[src/nts_pkg.sv]
/*
 * Constants shared by the flash host sequencer: command codes, pin timing
 * counts, busy timeouts and partial-program limit.
 * Assumes a 250 MHz clock and a byte-wide asynchronous flash on the far side.
 */
// Summary of operation
// - Host caps partial programs of the last-programmed page at four; an erase or a program of another page restarts the count.
// - Host ends cache programming with the plain load and program-confirm pair.
// - After a cache-confirm end, host refuses reads and erase until a reset or a plain program.
// - Host never drives the byte bus while the flash outputs read data.
// - Command codes in hex; only status read and reset accepted while busy.
// - Byte latched on rising write strobe: command if latch-command high, address if latch-address high, else data.
`default_nettype none
package nts_pkg;
    localparam int unsigned CLK_MHZ = 250;
    // Command codes
    localparam logic [7:0] CMD_LOAD      = 8'h80;
    localparam logic [7:0] CMD_READ      = 8'h00;
    localparam logic [7:0] CMD_READ_GO   = 8'h30;
    localparam logic [7:0] CMD_PROG_GO   = 8'h10;
    localparam logic [7:0] CMD_CACHE_GO  = 8'h15;
    localparam logic [7:0] CMD_ERASE     = 8'h60;
    localparam logic [7:0] CMD_ERASE_GO  = 8'hd0;
    localparam logic [7:0] CMD_ID        = 8'h90;
    localparam logic [7:0] CMD_STATUS    = 8'h70;
    localparam logic [7:0] CMD_RESET     = 8'hff;
    localparam logic [7:0] CMD_CREAD     = 8'h31;
    localparam logic [7:0] CMD_CREAD_END = 8'h3f;
    localparam logic [7:0] CMD_COPY_GO   = 8'h3a;
    localparam int unsigned STATUS_READY_BIT = 6;
    // Strobe phase lengths: 12 ns pulse, 25 ns cycle, 60 ns write-to-read turn
    localparam int unsigned STROBE_LOW_NS  = 12;
    localparam int unsigned STROBE_HIGH_NS = 13;
    localparam int unsigned TURN_NS        = 60;
    localparam int unsigned BUSY_WAIT_NS   = 100;
    localparam int unsigned STROBE_LOW_CYC  = (STROBE_LOW_NS * CLK_MHZ + 999) / 1000;
    localparam int unsigned STROBE_HIGH_CYC = (STROBE_HIGH_NS * CLK_MHZ + 999) / 1000;
    localparam int unsigned TURN_CYC        = (TURN_NS * CLK_MHZ + 999) / 1000;
    localparam int unsigned BUSY_WAIT_CYC   = (BUSY_WAIT_NS * CLK_MHZ + 999) / 1000;
    // Busy limits in microseconds
    localparam int unsigned ARRAY_FETCH_US        = 25;
    localparam int unsigned CACHE_READ_BUSY_US    = 25;
    localparam int unsigned COPY_READ_BUSY_US     = 30;
    localparam int unsigned CACHE_WRITE_BUSY_US   = 700;
    localparam int unsigned PAGE_PROGRAM_BUSY_US  = 700;
    localparam int unsigned RESET_BUSY_ERASE_US   = 500;
    localparam int unsigned PARTIAL_PROGRAM_LIMIT = 4;
    localparam int unsigned ADDR_BYTES            = 4;
    typedef enum logic [2:0] {
        NTS_OP_READ, NTS_OP_PROG, NTS_OP_CACHE_PROG, NTS_OP_ERASE,
        NTS_OP_STATUS, NTS_OP_RESET, NTS_OP_CACHE_READ, NTS_OP_COPY_READ
    } nts_op_t;
endpackage : nts_pkg
`default_nettype wire

[src/nts_host.sv]
/*
 * Host sequencer for a byte-wide asynchronous flash. Takes one operation
 * request, drives the latch, strobe and byte pins, streams data through a
 * two-entry buffer for read data only and waits on ready/busy with a timeout.
 * Assumes pin inputs synchronous to clk_in; ready/busy is pulled up outside.
 */
`default_nettype none
module nts_host #(
    parameter int unsigned DATA_LEN     = 2176,
    parameter int unsigned TIMEOUT_CYC  = 500 * nts_pkg::CLK_MHZ * 2
) (
    input  wire logic          clk_in,
    input  wire logic          rst_b_in,
    // Operation request
    input  wire logic          req_valid_in,
    output logic               req_ready_out,
    input  wire nts_pkg::nts_op_t req_op_in,
    input  wire logic [31:0]   req_addr_in,
    input  wire logic [11:0]   req_len_in,
    output logic               done_out,
    output logic               timeout_out,
    output logic               refused_out,
    output logic [7:0]         status_out,
    // Write data source
    input  wire logic          wr_valid_in,
    output logic               wr_ready_out,
    input  wire logic [7:0]    wr_data_in,
    // Read data sink
    output logic               rd_valid_out,
    input  wire logic          rd_ready_in,
    output logic [7:0]         rd_data_out,
    // Flash pins
    output logic               cmd_latch_out,
    output logic               addr_latch_out,
    output logic               chip_sel_n_out,
    output logic               write_strobe_n_out,
    output logic               output_strobe_n_out,
    output logic [7:0]         io_out,
    output logic               io_oe_out,
    input  wire logic [7:0]    io_in,
    input  wire logic          ready_busy_n_in
);
    initial begin
        if (DATA_LEN == 0 || DATA_LEN > 4095 || TIMEOUT_CYC < 16 || TIMEOUT_CYC > 32'h7fff_ffff)
            $error("nts_host: parameter out of range");
    end

    typedef enum logic [3:0] {
        S_IDLE, S_CMD1, S_ADDR, S_WDATA, S_CMD2, S_WAITB, S_BUSY, S_TURN, S_RDATA, S_STAT, S_DONE
    } nts_state_t;

    nts_state_t  state_reg, state_next;
    nts_pkg::nts_op_t op_reg, op_next;
    logic [31:0] addr_reg, addr_next;
    logic [11:0] cnt_reg, cnt_next;
    logic [31:0] tmr_reg, tmr_next;
    logic [2:0]  ph_reg, ph_next;       // strobe phase counter
    logic        low_reg, low_next;     // strobe in low half
    logic [7:0]  byte_reg, byte_next;
    logic        cl_reg, cl_next, al_reg, al_next, we_reg, we_next, re_reg, re_next, oe_reg, oe_next;
    logic        ce_reg, ce_next, done_reg, done_next, to_reg, to_next, rf_reg, rf_next;
    logic [7:0]  stat_reg, stat_next;
    logic [2:0]  ppc_reg, ppc_next;     // partial program count on last page
    logic [31:0] ppa_reg, ppa_next;
    logic        cache_open_reg, cache_open_next;
    // Two-entry read buffer
    logic [7:0]  buf_mem [2];
    logic [1:0]  bcnt_reg, bcnt_next;
    logic        bwp_reg, bwp_next, brp_reg, brp_next;
    logic        push, pop;

    // Second command byte of each two-cycle operation
    function automatic logic [7:0] confirm_code(input nts_pkg::nts_op_t op);
        case (op)
            nts_pkg::NTS_OP_READ:       confirm_code = nts_pkg::CMD_READ_GO;
            nts_pkg::NTS_OP_COPY_READ:  confirm_code = nts_pkg::CMD_COPY_GO;
            nts_pkg::NTS_OP_PROG:       confirm_code = nts_pkg::CMD_PROG_GO;
            nts_pkg::NTS_OP_CACHE_PROG: confirm_code = nts_pkg::CMD_CACHE_GO;
            default:                    confirm_code = nts_pkg::CMD_ERASE_GO;
        endcase
    endfunction : confirm_code

    function automatic logic [7:0] first_code(input nts_pkg::nts_op_t op, input logic [11:0] len);
        case (op)
            nts_pkg::NTS_OP_READ, nts_pkg::NTS_OP_COPY_READ: first_code = nts_pkg::CMD_READ;
            nts_pkg::NTS_OP_PROG, nts_pkg::NTS_OP_CACHE_PROG: first_code = nts_pkg::CMD_LOAD;
            nts_pkg::NTS_OP_ERASE:      first_code = nts_pkg::CMD_ERASE;
            nts_pkg::NTS_OP_STATUS:     first_code = nts_pkg::CMD_STATUS;
            nts_pkg::NTS_OP_CACHE_READ: first_code = (len[11]) ? nts_pkg::CMD_CREAD_END : nts_pkg::CMD_CREAD;
            default:                    first_code = nts_pkg::CMD_RESET;
        endcase
    endfunction : first_code

    assign req_ready_out = (state_reg == S_IDLE);
    assign push   = (state_reg == S_RDATA) && ph_reg == 3'h0 && low_reg && bcnt_reg != 2'h2;
    assign pop    = rd_valid_out && rd_ready_in;
    assign wr_ready_out = (state_reg == S_WDATA) && ph_reg == 3'h0 && !low_reg && cnt_reg != 12'h000;
    assign rd_valid_out = (bcnt_reg != 2'h0);
    assign rd_data_out  = buf_mem[brp_reg];

    // Pins straight from flops
    assign cmd_latch_out       = cl_reg;
    assign addr_latch_out      = al_reg;
    assign chip_sel_n_out      = ce_reg;
    assign write_strobe_n_out  = we_reg;
    assign output_strobe_n_out = re_reg;
    assign io_out              = byte_reg;
    assign io_oe_out           = oe_reg;
    assign done_out            = done_reg;
    assign timeout_out         = to_reg;
    assign refused_out         = rf_reg;
    assign status_out          = stat_reg;

    // Sequencer: one byte per write strobe, phase counter paces low/high halves
    always_comb begin
        state_next = state_reg; op_next = op_reg; addr_next = addr_reg; cnt_next = cnt_reg;
        tmr_next = tmr_reg; ph_next = ph_reg; low_next = low_reg; byte_next = byte_reg;
        cl_next = cl_reg; al_next = al_reg; we_next = we_reg; re_next = re_reg; oe_next = oe_reg;
        ce_next = ce_reg; done_next = 1'b0; to_next = 1'b0; rf_next = 1'b0; stat_next = stat_reg;
        ppc_next = ppc_reg; ppa_next = ppa_reg; cache_open_next = cache_open_reg;
        if (ph_reg != 3'h0) ph_next = ph_reg - 3'h1;
        case (state_reg)
            S_IDLE: begin
                ce_next = 1'b1; oe_next = 1'b0;
                if (req_valid_in) begin
                    // Only status and reset go out when the flash is busy
                    // Cache programming left open must be closed by reset or a plain program before reads or erase
                    // Partial programs of one page are capped
                    if ((!ready_busy_n_in && req_op_in != nts_pkg::NTS_OP_STATUS
                         && req_op_in != nts_pkg::NTS_OP_RESET)
                        || (cache_open_reg && req_op_in != nts_pkg::NTS_OP_STATUS
                            && req_op_in != nts_pkg::NTS_OP_RESET
                            && req_op_in != nts_pkg::NTS_OP_PROG
                            && req_op_in != nts_pkg::NTS_OP_CACHE_PROG)
                        || (req_op_in == nts_pkg::NTS_OP_PROG && req_addr_in == ppa_reg
                            && ppc_reg >= 3'(nts_pkg::PARTIAL_PROGRAM_LIMIT))) begin
                        rf_next = 1'b1;
                    end else begin
                        op_next = req_op_in; addr_next = req_addr_in; cnt_next = req_len_in;
                        ce_next = 1'b0; cl_next = 1'b1;
                        byte_next = first_code(req_op_in, req_len_in);
                        oe_next = 1'b1; we_next = 1'b0; low_next = 1'b1;
                        ph_next = 3'(nts_pkg::STROBE_LOW_CYC); state_next = S_CMD1;
                    end
                end
            end
            S_CMD1, S_ADDR, S_CMD2: begin
                if (ph_reg == 3'h0 && low_reg) begin
                    we_next = 1'b1; low_next = 1'b0;  // Byte latched on this rising edge
                    ph_next = 3'(nts_pkg::STROBE_HIGH_CYC);
                end else if (ph_reg == 3'h0) begin
                    cl_next = 1'b0; al_next = 1'b0; low_next = 1'b1;
                    ph_next = 3'(nts_pkg::STROBE_LOW_CYC);
                    if (state_reg == S_CMD2 || (state_reg == S_CMD1 && (op_reg == nts_pkg::NTS_OP_RESET
                        || op_reg == nts_pkg::NTS_OP_CACHE_READ))) begin
                        oe_next = 1'b0; tmr_next = 32'(nts_pkg::BUSY_WAIT_CYC); state_next = S_WAITB;
                    end else if (state_reg == S_CMD1 && op_reg == nts_pkg::NTS_OP_STATUS) begin
                        oe_next = 1'b0; tmr_next = 32'(nts_pkg::TURN_CYC); state_next = S_TURN;
                    end else if (state_reg == S_CMD1) begin
                        al_next = 1'b1; we_next = 1'b0; state_next = S_ADDR;
                        byte_next = addr_reg[7:0]; addr_next = {addr_reg[7:0], addr_reg[31:8]};
                        cnt_next = (op_reg == nts_pkg::NTS_OP_ERASE) ? 12'h001 : 12'(nts_pkg::ADDR_BYTES - 1);
                        if (op_reg == nts_pkg::NTS_OP_ERASE) begin
                            byte_next = addr_reg[23:16]; addr_next = {addr_reg[23:0], addr_reg[31:24]};
                        end
                    end else if (cnt_reg != 12'h000) begin
                        al_next = 1'b1; we_next = 1'b0; cnt_next = cnt_reg - 12'h001;
                        byte_next = addr_reg[7:0]; addr_next = {addr_reg[7:0], addr_reg[31:8]};
                    end else if (op_reg == nts_pkg::NTS_OP_PROG || op_reg == nts_pkg::NTS_OP_CACHE_PROG) begin
                        cnt_next = req_len_in; low_next = 1'b0; ph_next = 3'h0; state_next = S_WDATA;
                    end else begin
                        // Reads and erase send their confirm code straight after the address
                        cl_next = 1'b1; we_next = 1'b0; byte_next = confirm_code(op_reg); state_next = S_CMD2;
                    end
                end
            end
            S_WDATA: begin
                // Bus driven only here and in command and address phases, never while reading
                if (wr_ready_out && wr_valid_in) begin
                    byte_next = wr_data_in; we_next = 1'b0; low_next = 1'b1; oe_next = 1'b1;
                    cnt_next = cnt_reg - 12'h001; ph_next = 3'(nts_pkg::STROBE_LOW_CYC);
                end else if (ph_reg == 3'h0 && low_reg) begin
                    we_next = 1'b1; low_next = 1'b0; ph_next = 3'(nts_pkg::STROBE_HIGH_CYC);
                end else if (ph_reg == 3'h0 && cnt_reg == 12'h000) begin
                    cl_next = 1'b1; we_next = 1'b0; low_next = 1'b1;
                    byte_next = confirm_code(op_reg); ph_next = 3'(nts_pkg::STROBE_LOW_CYC); state_next = S_CMD2;
                end
            end
            S_WAITB: begin
                // Allow the flash its write-to-busy delay before sampling ready
                tmr_next = tmr_reg - 32'h1;
                if (tmr_reg == 32'h0) begin
                    tmr_next = TIMEOUT_CYC; state_next = S_BUSY;
                end
            end
            S_BUSY: begin
                // Busy limit: one TIMEOUT_CYC timeout for every operation
                tmr_next = tmr_reg - 32'h1;
                if (ready_busy_n_in) begin
                    if (op_reg == nts_pkg::NTS_OP_PROG) begin
                        ppc_next = (addr_reg == ppa_reg) ? ppc_reg + 3'h1 : 3'h1;
                        ppa_next = addr_reg; cache_open_next = 1'b0;  // Plain program closes cache mode
                    end
                    if (op_reg == nts_pkg::NTS_OP_CACHE_PROG) cache_open_next = 1'b1;
                    if (op_reg == nts_pkg::NTS_OP_RESET) cache_open_next = 1'b0;
                    if (op_reg == nts_pkg::NTS_OP_ERASE) ppc_next = 3'h0;
                    if (op_reg == nts_pkg::NTS_OP_READ || op_reg == nts_pkg::NTS_OP_CACHE_READ
                        || op_reg == nts_pkg::NTS_OP_COPY_READ) begin
                        // Bit 11 only picks the last-page code for cache reads, it is no part of the count
                        cnt_next = (op_reg == nts_pkg::NTS_OP_CACHE_READ) ? {1'b0, req_len_in[10:0]} : req_len_in;
                        tmr_next = 32'(nts_pkg::TURN_CYC); state_next = S_TURN;
                    end else begin
                        state_next = S_DONE;
                    end
                end else if (tmr_reg == 32'h0) begin
                    to_next = 1'b1; ce_next = 1'b1; state_next = S_IDLE;
                end
            end
            S_TURN: begin
                tmr_next = tmr_reg - 32'h1;
                if (tmr_reg == 32'h0) begin
                    re_next = 1'b0; low_next = 1'b1; ph_next = 3'(nts_pkg::STROBE_LOW_CYC);
                    state_next = (op_reg == nts_pkg::NTS_OP_STATUS) ? S_STAT : S_RDATA;
                end
            end
            S_STAT: begin
                // Status byte carries ready at bit six
                // Status byte bypasses the read buffer so it never reaches the data sink
                if (ph_reg == 3'h0 && low_reg) begin
                    stat_next = io_in; re_next = 1'b1; state_next = S_DONE;
                end
            end
            S_RDATA: begin
                // Strobe rises each byte so either output release mode is safe
                if (push) begin
                    re_next = 1'b1; low_next = 1'b0; ph_next = 3'(nts_pkg::STROBE_HIGH_CYC);
                    cnt_next = cnt_reg - 12'h001;
                end else if (ph_reg == 3'h0 && !low_reg) begin
                    if (cnt_reg == 12'h000) state_next = S_DONE;
                    else begin
                        re_next = 1'b0; low_next = 1'b1; ph_next = 3'(nts_pkg::STROBE_LOW_CYC);
                    end
                end
            end
            S_DONE: begin
                ce_next = 1'b1; oe_next = 1'b0; done_next = 1'b1; state_next = S_IDLE;
            end
            default: state_next = S_IDLE;
        endcase
    end

    // Read buffer pointers
    always_comb begin
        bcnt_next = bcnt_reg + {1'b0, push} - {1'b0, pop};
        bwp_next  = bwp_reg ^ push;
        brp_next  = brp_reg ^ pop;
    end

    always_ff @(posedge clk_in) begin
        if (push) buf_mem[bwp_reg] <= io_in;
    end

    // Register stage; strobes and chip select idle high, latches low, bus released
    always_ff @(posedge clk_in) begin
        if (!rst_b_in) begin
            state_reg <= S_IDLE; op_reg <= nts_pkg::NTS_OP_RESET; addr_reg <= 32'h0; cnt_reg <= 12'h0;
            tmr_reg <= 32'h0; ph_reg <= 3'h0; low_reg <= 1'b0; byte_reg <= 8'h00;
            cl_reg <= 1'b0; al_reg <= 1'b0; we_reg <= 1'b1; re_reg <= 1'b1; oe_reg <= 1'b0;
            ce_reg <= 1'b1; done_reg <= 1'b0; to_reg <= 1'b0; rf_reg <= 1'b0; stat_reg <= 8'h00;
            ppc_reg <= 3'h0; ppa_reg <= 32'h0; cache_open_reg <= 1'b0;
            bcnt_reg <= 2'h0; bwp_reg <= 1'b0; brp_reg <= 1'b0;
        end else begin
            state_reg <= state_next; op_reg <= op_next; addr_reg <= addr_next; cnt_reg <= cnt_next;
            tmr_reg <= tmr_next; ph_reg <= ph_next; low_reg <= low_next; byte_reg <= byte_next;
            cl_reg <= cl_next; al_reg <= al_next; we_reg <= we_next; re_reg <= re_next; oe_reg <= oe_next;
            ce_reg <= ce_next; done_reg <= done_next; to_reg <= to_next; rf_reg <= rf_next;
            stat_reg <= stat_next; ppc_reg <= ppc_next; ppa_reg <= ppa_next;
            cache_open_reg <= cache_open_next;
            bcnt_reg <= bcnt_next; bwp_reg <= bwp_next; brp_reg <= brp_next;
        end
    end

    a_bus_not_both: assert property (@(posedge clk_in) disable iff (!rst_b_in)
        !(io_oe_out && !output_strobe_n_out)) else $error("bus driven during read");
    a_busy_cmd_block: assert property (@(posedge clk_in) disable iff (!rst_b_in)
        (state_reg == S_IDLE && req_valid_in && !ready_busy_n_in && req_op_in != nts_pkg::NTS_OP_STATUS
         && req_op_in != nts_pkg::NTS_OP_RESET)
        |=> refused_out) else $error("command not refused while busy");
    a_latch_excl: assert property (@(posedge clk_in) disable iff (!rst_b_in)
        !(cmd_latch_out && addr_latch_out)) else $error("both latches high");
    a_cmd_on_rise: assert property (@(posedge clk_in) disable iff (!rst_b_in)
        $rose(write_strobe_n_out) && cmd_latch_out |-> io_oe_out) else $error("command not driven");
    a_cache_close: assert property (@(posedge clk_in) disable iff (!rst_b_in)
        (state_reg == S_IDLE && req_valid_in && cache_open_reg && ready_busy_n_in
         && req_op_in == nts_pkg::NTS_OP_ERASE) |=> refused_out) else $error("open cache not guarded");
    a_partial_cap: assert property (@(posedge clk_in) disable iff (!rst_b_in)
        ppc_reg <= 3'(nts_pkg::PARTIAL_PROGRAM_LIMIT)) else $error("partial program over limit");
    a_timeout_ends: assert property (@(posedge clk_in) disable iff (!rst_b_in)
        timeout_out |-> chip_sel_n_out && state_reg == S_IDLE) else $error("timeout left select");
    a_read_strobe_rise: assert property (@(posedge clk_in) disable iff (!rst_b_in)
        push && state_reg == S_RDATA |=> output_strobe_n_out) else $error("strobe not raised");
endmodule : nts_host
`default_nettype wire

[config.mk]
export PLATFORM = sky130hd
export DESIGN_NAME = nts_host
export DESIGN_NICKNAME = d
export VERILOG_FILES = /design/src/nts_pkg.sv /design/src/nts_host.sv
export SDC_FILE = /design/constraint.sdc
export NUM_CORES = 1
export LEC_CHECK = 0
export BUFFER_PORTS_ARGS = -buffer_cell sky130_fd_sc_hd__buf_4
export CORE_ASPECT_RATIO = 0.7
export CORE_MARGIN = 5
export CORE_UTILIZATION = 30
export DETAILED_ROUTE_END_ITERATION = 7
export GPL_TIMING_DRIVEN = 0
export PLACE_DENSITY = 0.43
export SETUP_SLACK_MARGIN = 0.1
export SKIP_CTS_REPAIR_TIMING = 1
export SLEW_MARGIN = 20
export SYNTH_ARGS = -nofsm -noshare
export SYNTH_HDL_FRONTEND = slang
export SYNTH_SLANG_ARGS = --single-unit
[constraint.sdc]
create_clock -name clk_in -period 4.5 [get_ports clk_in]
set_input_delay 0.45 -clock clk_in [delete_from_list [all_inputs] [get_ports clk_in]]
set_output_delay 0.45 -clock clk_in [all_outputs]
set_load 0.005 [all_outputs]
* Yosys cells after proc, flatten, opt, wreduce, memory -nomap -nowiden
Memories as Yosys holds them, arrays and structs flattened. A register that Yosys moved wholly into a read port is not among the register bits.
Cells that the tools add are included.
** Operators by class
- Add/subtract/negate cells :: 6
- Order comparisons :: 1
- Equal/unequal tests :: 66
- Muxes and demuxes :: 164
- Bitwise logic cells :: 6
- Reductions and logical operators :: 71
** Operators with widths (number)
- $mux 32 :: 16
- $mux 12 :: 14
- $pmux 32 s4 :: 1
- $mux 8 :: 13
- $mux 4 :: 21
- $eq 32x32->1 :: 2
- $mux 1 :: 64
- $pmux 32 s2 :: 1
- $pmux 12 s5 :: 1
- $mux 3 :: 16
- $pmux 8 s5 :: 1
- $ne 2x2->1 const B :: 18
- $logic_not 32->1 :: 1
- $pmux 4 s8 :: 1
- $pmux 8 s4 :: 1
- $reduce_and 8->1 :: 4
- $sub 32x1->32 const B :: 1
- $ne 3x3->1 const B :: 10
- $pmux 8 s3 :: 1
- $eq 3x3->1 const B :: 7
- $logic_and 1x1->1 :: 21
- $reduce_and 3->1 :: 7
- $eq 4x3->1 const B :: 4
- $pmux 3 s5 :: 1
- 41 further kinds :: 87
** Storage, ports and cells
- Register bits :: 152
- RAM bits :: 16
- Input port bits :: 69
- Output and inout bits :: 36
- Word-level logic and storage cells :: 339
- Memories :: 1
** Memory list
- buf_mem :: depth 2, width 8, read ports 1, clocked after Yosys merged registers in 1, wr ports 1, line nts_host.sv:67 : logic [7:0] buf_mem [2];

* Depth between registers and ports, before layout
Gate-level depths: netlist of run 1.
- Depth in word-level cells :: 10
- Depth in mapped cells :: 13
- Mapped depth without buffers :: 11

* Worst setup path after synthesis of run 1
No wires, ideal clock.
- Kind :: reg-to-reg
- Start point :: reg tmr_reg[4]
- End point :: reg tmr_reg[7]
- Setup time :: 0.067 ns
- Arrival :: 2.771 ns
- Required time :: 4.433 ns
- Path slack :: 1.662 ns
- Stages on the path, launching flop included :: 9
- Period minus slack after synthesis :: 2.838 ns
- Cells stage by stage :: dfxtp_1 > or4_1 > buf_2 > or4_4 > or4_4 > or4_1 > buf_2 > a21o_1 > a21oi_2
** On the way
- Cells in the longest elaborated chain, start to end :: 4
- Elaborated cells between the ends (all ways) :: 6
** RTL lines
- start, declared :: line nts_host.sv:56 : logic [31:0] tmr_reg, tmr_next;
- start signal, assigned :: line nts_host.sv:274 : tmr_reg <= tmr_next; ph_reg <= ph_next; low_reg <= low_next; byte_reg <= byte_next;
- $sub 32x1->32 :: line nts_host.sv:191, nts_host.sv:198, nts_host.sv:220
- $mux 32 :: line nts_host.sv:207 : if (op_reg == nts_pkg::NTS_OP_READ || op_reg == nts_pkg::NTS_OP_CACHE_READ
- $mux 32 :: line nts_host.sv:199 : if (ready_busy_n_in) begin
- $pmux 32 s4 (*) :: line nts_host.sv:122 : case (state_reg)
Mark *: on every way between the ends. The rest lies on a longest branch, timed or not.
A chain may end at the register's enable or synchronous reset.

* Final worst setup path of run 1
- Start point :: reg ph_reg[0]
- End point :: reg cnt_reg[1]
** On the way
- Cells in the longest elaborated chain, start to end :: 7
- Elaborated cells between the ends (all ways) :: 14
** RTL lines
- start, declared :: line nts_host.sv:57 : logic [2:0] ph_reg, ph_next;
- start signal, assigned :: line nts_host.sv:274
- $logic_not 3->1 (*)
- $logic_and 1x1->1 (3 in a row) :: line nts_host.sv:97 : assign wr_ready_out = (state_reg == S_WDATA) && ph_reg == 3'h0 && !low_reg && cnt_reg != 12'h000;
- $logic_and 1x1->1 :: line nts_host.sv:179 : if (wr_ready_out && wr_valid_in) begin
- $ne 2x1->1 (no line)
- $reduce_and 12->1 (no line) (*)
- end signal, assigned :: line nts_host.sv:273 : state_reg <= state_next; op_reg <= op_next; addr_reg <= addr_next; cnt_reg <= cnt_next;
- end, declared :: line nts_host.sv:55 : logic [11:0] cnt_reg, cnt_next;
Marked as above.

==> results.tsv, run 1 <==
metric	value	unit
Hold Vio Cnt, Final	0	
IO buf count	104	
Overall Power	9.329	mW
MaxCap Viol Count	0	
worst hold start	io_in[5]	
largest cells by area after synthesis	dfxtp_1 (30%), nand2_1 (7.8%), mux2i_1 (4.8%)	
initial antenna violation count	1	
DRC viols	0	
register clock-pin slew on the reported worst setup and hold paths	0.08	ns
final wirelength	47230	um
EDFF count, synth	16	
Cell Area, Synth	0.01032	mm2
Vias	10850	
post-route minimum period	3.950	ns
critical path class	reg2reg	
IO Count	105	
Tcrit/Tclk final	87.77	%
Hold WS	0.1864	ns
CP Cell Sequence	inv_1, ha_1, clkbuf_1, nor3b_1, a21oi_1, a311oi_1, and3_1, clkbuf_1, o21ai_0, a211oi_1	
Final Util	36.69	%
clock share of power	17.1	%
TritonCTS Buffers	17	
Area Growth Syn to Fin	19.81	%
die area	0.03827	mm2
Root Buffer	clkbuf_16	
Cell Pwr Density	754.5	mW/mm2
Lkg Pwr	4.677	nW
global-route usage over all layers	24.31	%
global-route wire length before repair	68770	um
maximum clock rate	253.2	MHz
count of cell types in the netlist	78	
Cells after Synth	1297	
antenna-violating nets left	0	
Initial Util	30.62	%
Post-DP HPWL	35920	um
status	complete, no violations	
Post-synth top flop	dfxtp_1	
fin. max-slew vios	0	
final setup skew	0.01124	ns
internal cell power	4.557	mW
GRT met3 Usage	5.691	%
setup violators final	0	
number of global-route vias before repair	10010	
Hold/Removal Path Class	in2reg	
fin nets	1502	
crit path capture type	register	
grt met1 use	38.43	%
Net Switching	4.771	mW
Placeable Area	0.03370	mm2
Wirelength per Cell	24.86	um
met2 GRT Util	32.99	%
Crit. Startpoint	ph_reg[0]	
Seq pwr share	23.7	%
setup_tns	0	ns
initial DRC count	1219	
worst vdd ir	0.3292	mV
Final WS setup	0.5503	ns
critical path data arrival time	4.32	ns
commonest non-fill, non-tap cells in the layout	nand2_1 (214), dfxtp_1 (153), buf_4 (106)	
FF+latch count, synth	169	
most common cell after layout, fill and taps aside	nand2_1	
Chip Height	165.2	um
CTS Buffer Depth	2	
Final GP Congestion	0.9801	
Yosys warning total	0	
syn_nets	1377	
Clock Sink Count	169	
Die X	231.7	um
post-synth top area share	29.68	%
Yosys top cell by area	dfxtp_1	
DRT Pass-1 Iters	5	
slowest cell on the critical path	nor3b_1	
Setup WS pre-CTS	0.7535	ns
crit-path max cell delay	0.91	ns
reg2reg setup slack	0.55	ns
most used cell, CP	clkbuf_1	
routed vias/inst	5.709	
largest net degree at the start of global routing	18	
syn_area_per_cell	7.957	um2
combinational fraction of design power	59.2	%
CTS tree	done	
worst-margin pin slew	1.061	ns
CP required	4.87	ns
GR peak layer	met1	
Switching Share	51.15	%
Worst slew margin	29.15	%
register area share after synthesis	34.34	%
RSZ-0062 raised after global routing	no	
Clock Latency Late Sink	0.46	ns
layout cell share with drive strength beyond 1	14.29	%
Critical Path Source Type	register	
CP max FO	10	
FFs w/ async S/R, synth	0	%
H-tree levels	4	
Worst R2R Start	ph_reg[0]	
final global-route overflow total	0	
FP Rows	56	
critical path: cells and delay by family, from the launching register on:
family | cells | cell delay [ns]
AO/OA/AOI/OAI | 4 | 1.32
flip-flops | 1 | 0.32
buffers and inverters | 3 | 0.86
adder cells (fa/ha/maj) | 1 | 0.16
AND/OR/NAND/NOR | 2 | 1.21
layer usage:
layer	part of all wire [%]	vias up
met5	0	-
met4	1.4	0
met3	8.9	45
met2	39	517
met1	51	5315
li1	-	4971
cells in the mapped netlist, types with 26 or more instances:
cell type	n
a21oi_1	92
clkbuf_1	85
dfxtp_1	153
inv_1	26
mux2i_1	49
nand2_1	214
nand3_1	26
nor2_1	104
nor3_1	30
nor4_1	26
o21ai_0	50
xnor2_1	36
xor2_1	56
final cells by class:
class                   count  area [um2]
fillers                  3606       21340
multi-input cells        1008        6376
flip-flops and latches    169        3543
repair buffers            106       793.3
well taps                 464       580.6
clock buffers              17       425.4
plain buffers              93       359.1
clock inverters            15       182.7
inverters                  27       101.3
diodes                      1       2.502
metrics by stage:
stage,instance area (um2),cells
global placement,11680,1865
floorplan,10320,1297
CTS,12350,1899
detailed placement,11740,1867
global route,12360,1899
finish,12360,1900
power by group through the flow:
stage	registers, mW	logic, mW	clock network [mW]
global route	2.24	5.98	1.69
detailed placement	2.22	5.34	0
CTS	2.19	5.37	1.63
floorplan	2.06	3.54	0
global placement	2.22	5.29	0
finish	2.21	5.52	1.60
final timing paths:
| check | endpoint | depth (start not counted) |
|---|---|---|
| max | cnt_reg[1] | 10 |
| min | buf_mem[1][5] | 1 |
| max reg2reg | cnt_reg[1] | 10 |
| min reg2reg | tmr_reg[7] | 2 |
cell families after synthesis:
kind of cell / count (synthesis) / share of synthesized area, %
adder cells (fa/ha/maj): 11 / 1.334
multiplexers: 59 / 5.844
XOR/XNOR: 92 / 7.808
AO/OA/AOI/OAI: 325 / 21.78
AND/OR/NAND/NOR: 521 / 24.44
flip-flops: 169 / 34.34
buffers and inverters: 120 / 4.462
Power figures use the tool's default switching activity.
==> run 2, diff against run 1 <==
--- a/config.mk
+++ b/config.mk
@@ -12,6 +12,7 @@
 export DETAILED_ROUTE_END_ITERATION = 7
 export GPL_TIMING_DRIVEN = 0
 export PLACE_DENSITY = 0.43
+export RECOVER_POWER = 50
 export SETUP_SLACK_MARGIN = 0.1
 export SKIP_CTS_REPAIR_TIMING = 1
 export SLEW_MARGIN = 20
==> run 2 against run 1 <==
  * First-iteration DRC count up 0.41%
  * Sequential cell count did not move
  * Die area unchanged
  * Count of clock-buffer cells in the layout stayed put
  * Core utilization decreased by 0.30 points
  * Final area is 0.81% lower
  * Sequential share of layout area up 0.23 points
  * Critical path depth unchanged
==> results.tsv, run 2 (synthesized netlist as in run 1, its figures left out) <==
metric	value	unit
status	complete, no violations	
number of global-route vias before repair	10010	
GR peak layer	met1	
Chip Height	165.2	um
Wirelength per Cell	24.77	um
setup_tns	0	ns
Overall Power	9.242	mW
Tcrit/Tclk final	87.61	%
slowest cell on the critical path	nor3b_1	
CTS tree	done	
Cell Pwr Density	753.6	mW/mm2
commonest non-fill, non-tap cells in the layout	nand2_1 (214), dfxtp_1 (153), clkbuf_1 (108)	
H-tree levels	4	
most common cell after layout, fill and taps aside	nand2_1	
die area	0.03827	mm2
Worst Path Buf+Inv	3	
Crit. Startpoint	ph_reg[0]	
Root Buffer	clkbuf_16	
Fill cells	3631	
Die X	231.7	um
DRT Pass-1 Iters	5	
global-route usage over all layers	24.31	%
Worst R2R Start	ph_reg[0]	
final setup skew	0.01389	ns
Placeable Area	0.03370	mm2
IO Count	105	
crit-path max cell delay	0.90	ns
CP top delay family	compound AO/OA/AOI/OAI gates	
critical path data arrival time	4.31	ns
RSZ-0062 raised after global routing	no	
CTS Buffer Depth	2	
Post-DP HPWL	35920	um
final wirelength	47030	um
antenna-violating nets left	0	
initial DRC count	1224	
GRT met3 Usage	5.691	%
worst hold start	io_in[5]	
# diodes	0	
final global-route overflow total	0	
DRC viols	0	
critical path class	reg2reg	
register clock-pin slew on the reported worst setup and hold paths	0.08	ns
setup violators final	0	
Clock Sink Count	169	
Critical Path Source Type	register	
Initial Util	30.62	%
worst-margin pin slew	1.332	ns
maximum clock rate	253.7	MHz
Hold/Removal Path Class	in2reg	
CP Cell Sequence	inv_1, ha_1, clkbuf_1, nor3b_1, a21oi_1, a311oi_1, and3_1, clkbuf_1, o21ai_0, a211oi_1	
worst vdd ir	0.2988	mV
routed vias/inst	5.680	
Vias	10790	
most used cell, CP	clkbuf_1	
CP required	4.87	ns
CP max FO	10	
fin. max-slew vios	0	
largest net degree at the start of global routing	18	
Area Growth Syn to Fin	18.84	%
FP Rows	56	
Lkg Pwr	4.583	nW
initial antenna violation count	1	
Worst slew margin	10.79	%
MaxCap Viol Count	0	
post-route minimum period	3.942	ns
TritonCTS Buffers	17	
grt met1 use	38.43	%
global-route wire length before repair	68770	um
fin nets	1502	
crit path capture type	register	
IO buf count	104	
met2 GRT Util	32.99	%
layout cell share with drive strength beyond 1	12.40	%
Hold Vio Cnt, Final	0	
Final GP Congestion	0.9801	
Clock Latency Late Sink	0.46	ns
-- run 2: cell count changes in the layout (fill, tap and decap cells not counted), moves of 2 or more --
| cell | before | now |
|---|---|---|
| clkbuf_4 | 0 | 26 |
| buf_2 | 6 | 4 |
| or4_4 | 2 | 0 |
| or4_1 | 14 | 16 |
| buf_4 | 106 | 60 |
| clkbuf_1 | 85 | 108 |
-- run 2: where the power goes --
part,internal (mW),switching (mW),total [mW]
registers,1.81,0.394,2.21
clock network,0.844,0.759,1.60
logic,1.82,3.61,5.43
-- run 2: final timing paths --
path / to / slack, ns / depth (start not counted)
setup reg to reg: cnt_reg[1] / 0.56 / 10
hold / removal: buf_mem[1][5] / 0.24 / 1
hold reg to reg: tmr_reg[7] / 0.47 / 2
setup / recovery: cnt_reg[1] / 0.56 / 10
-- run 2: area by class of cell --
class                   count  area (um2)  share of cell area, %
multi-input cells        1008        6356                  51.83
flip-flops and latches    169        3543                  28.89
repair buffers            106       716.9                  5.846
well taps                 464       580.6                  4.734
clock buffers              17       425.4                  3.469
plain buffers              93       357.8                  2.918
clock inverters            15       182.7                  1.489
inverters                  27       101.3                 0.8264
-- run 2: routing by layer --
layer / up-vias / share of wire [%]
met5: - / 0
met2: 517 / 39
met1: 5247 / 50
met4: 0 / 1.4
li1: 4976 / -
met3: 47 / 9.2
-- run 2: stage by stage --
stage	std cells	setup slack, ns	util [%]	hold WS, ns	instance area (um2)
global placement	1865	0.5402	34.66	0.4521	11680
global route	1899	0.3351	36.39	0.2276	12260
detailed placement	1867	0.7535	34.84	0.4568	11740
finish	1899	0.5577	36.39	0.2362	12260
CTS	1899	0.7235	36.64	0.1682	12350
floorplan	1297	1.662	-	0.4352	10320
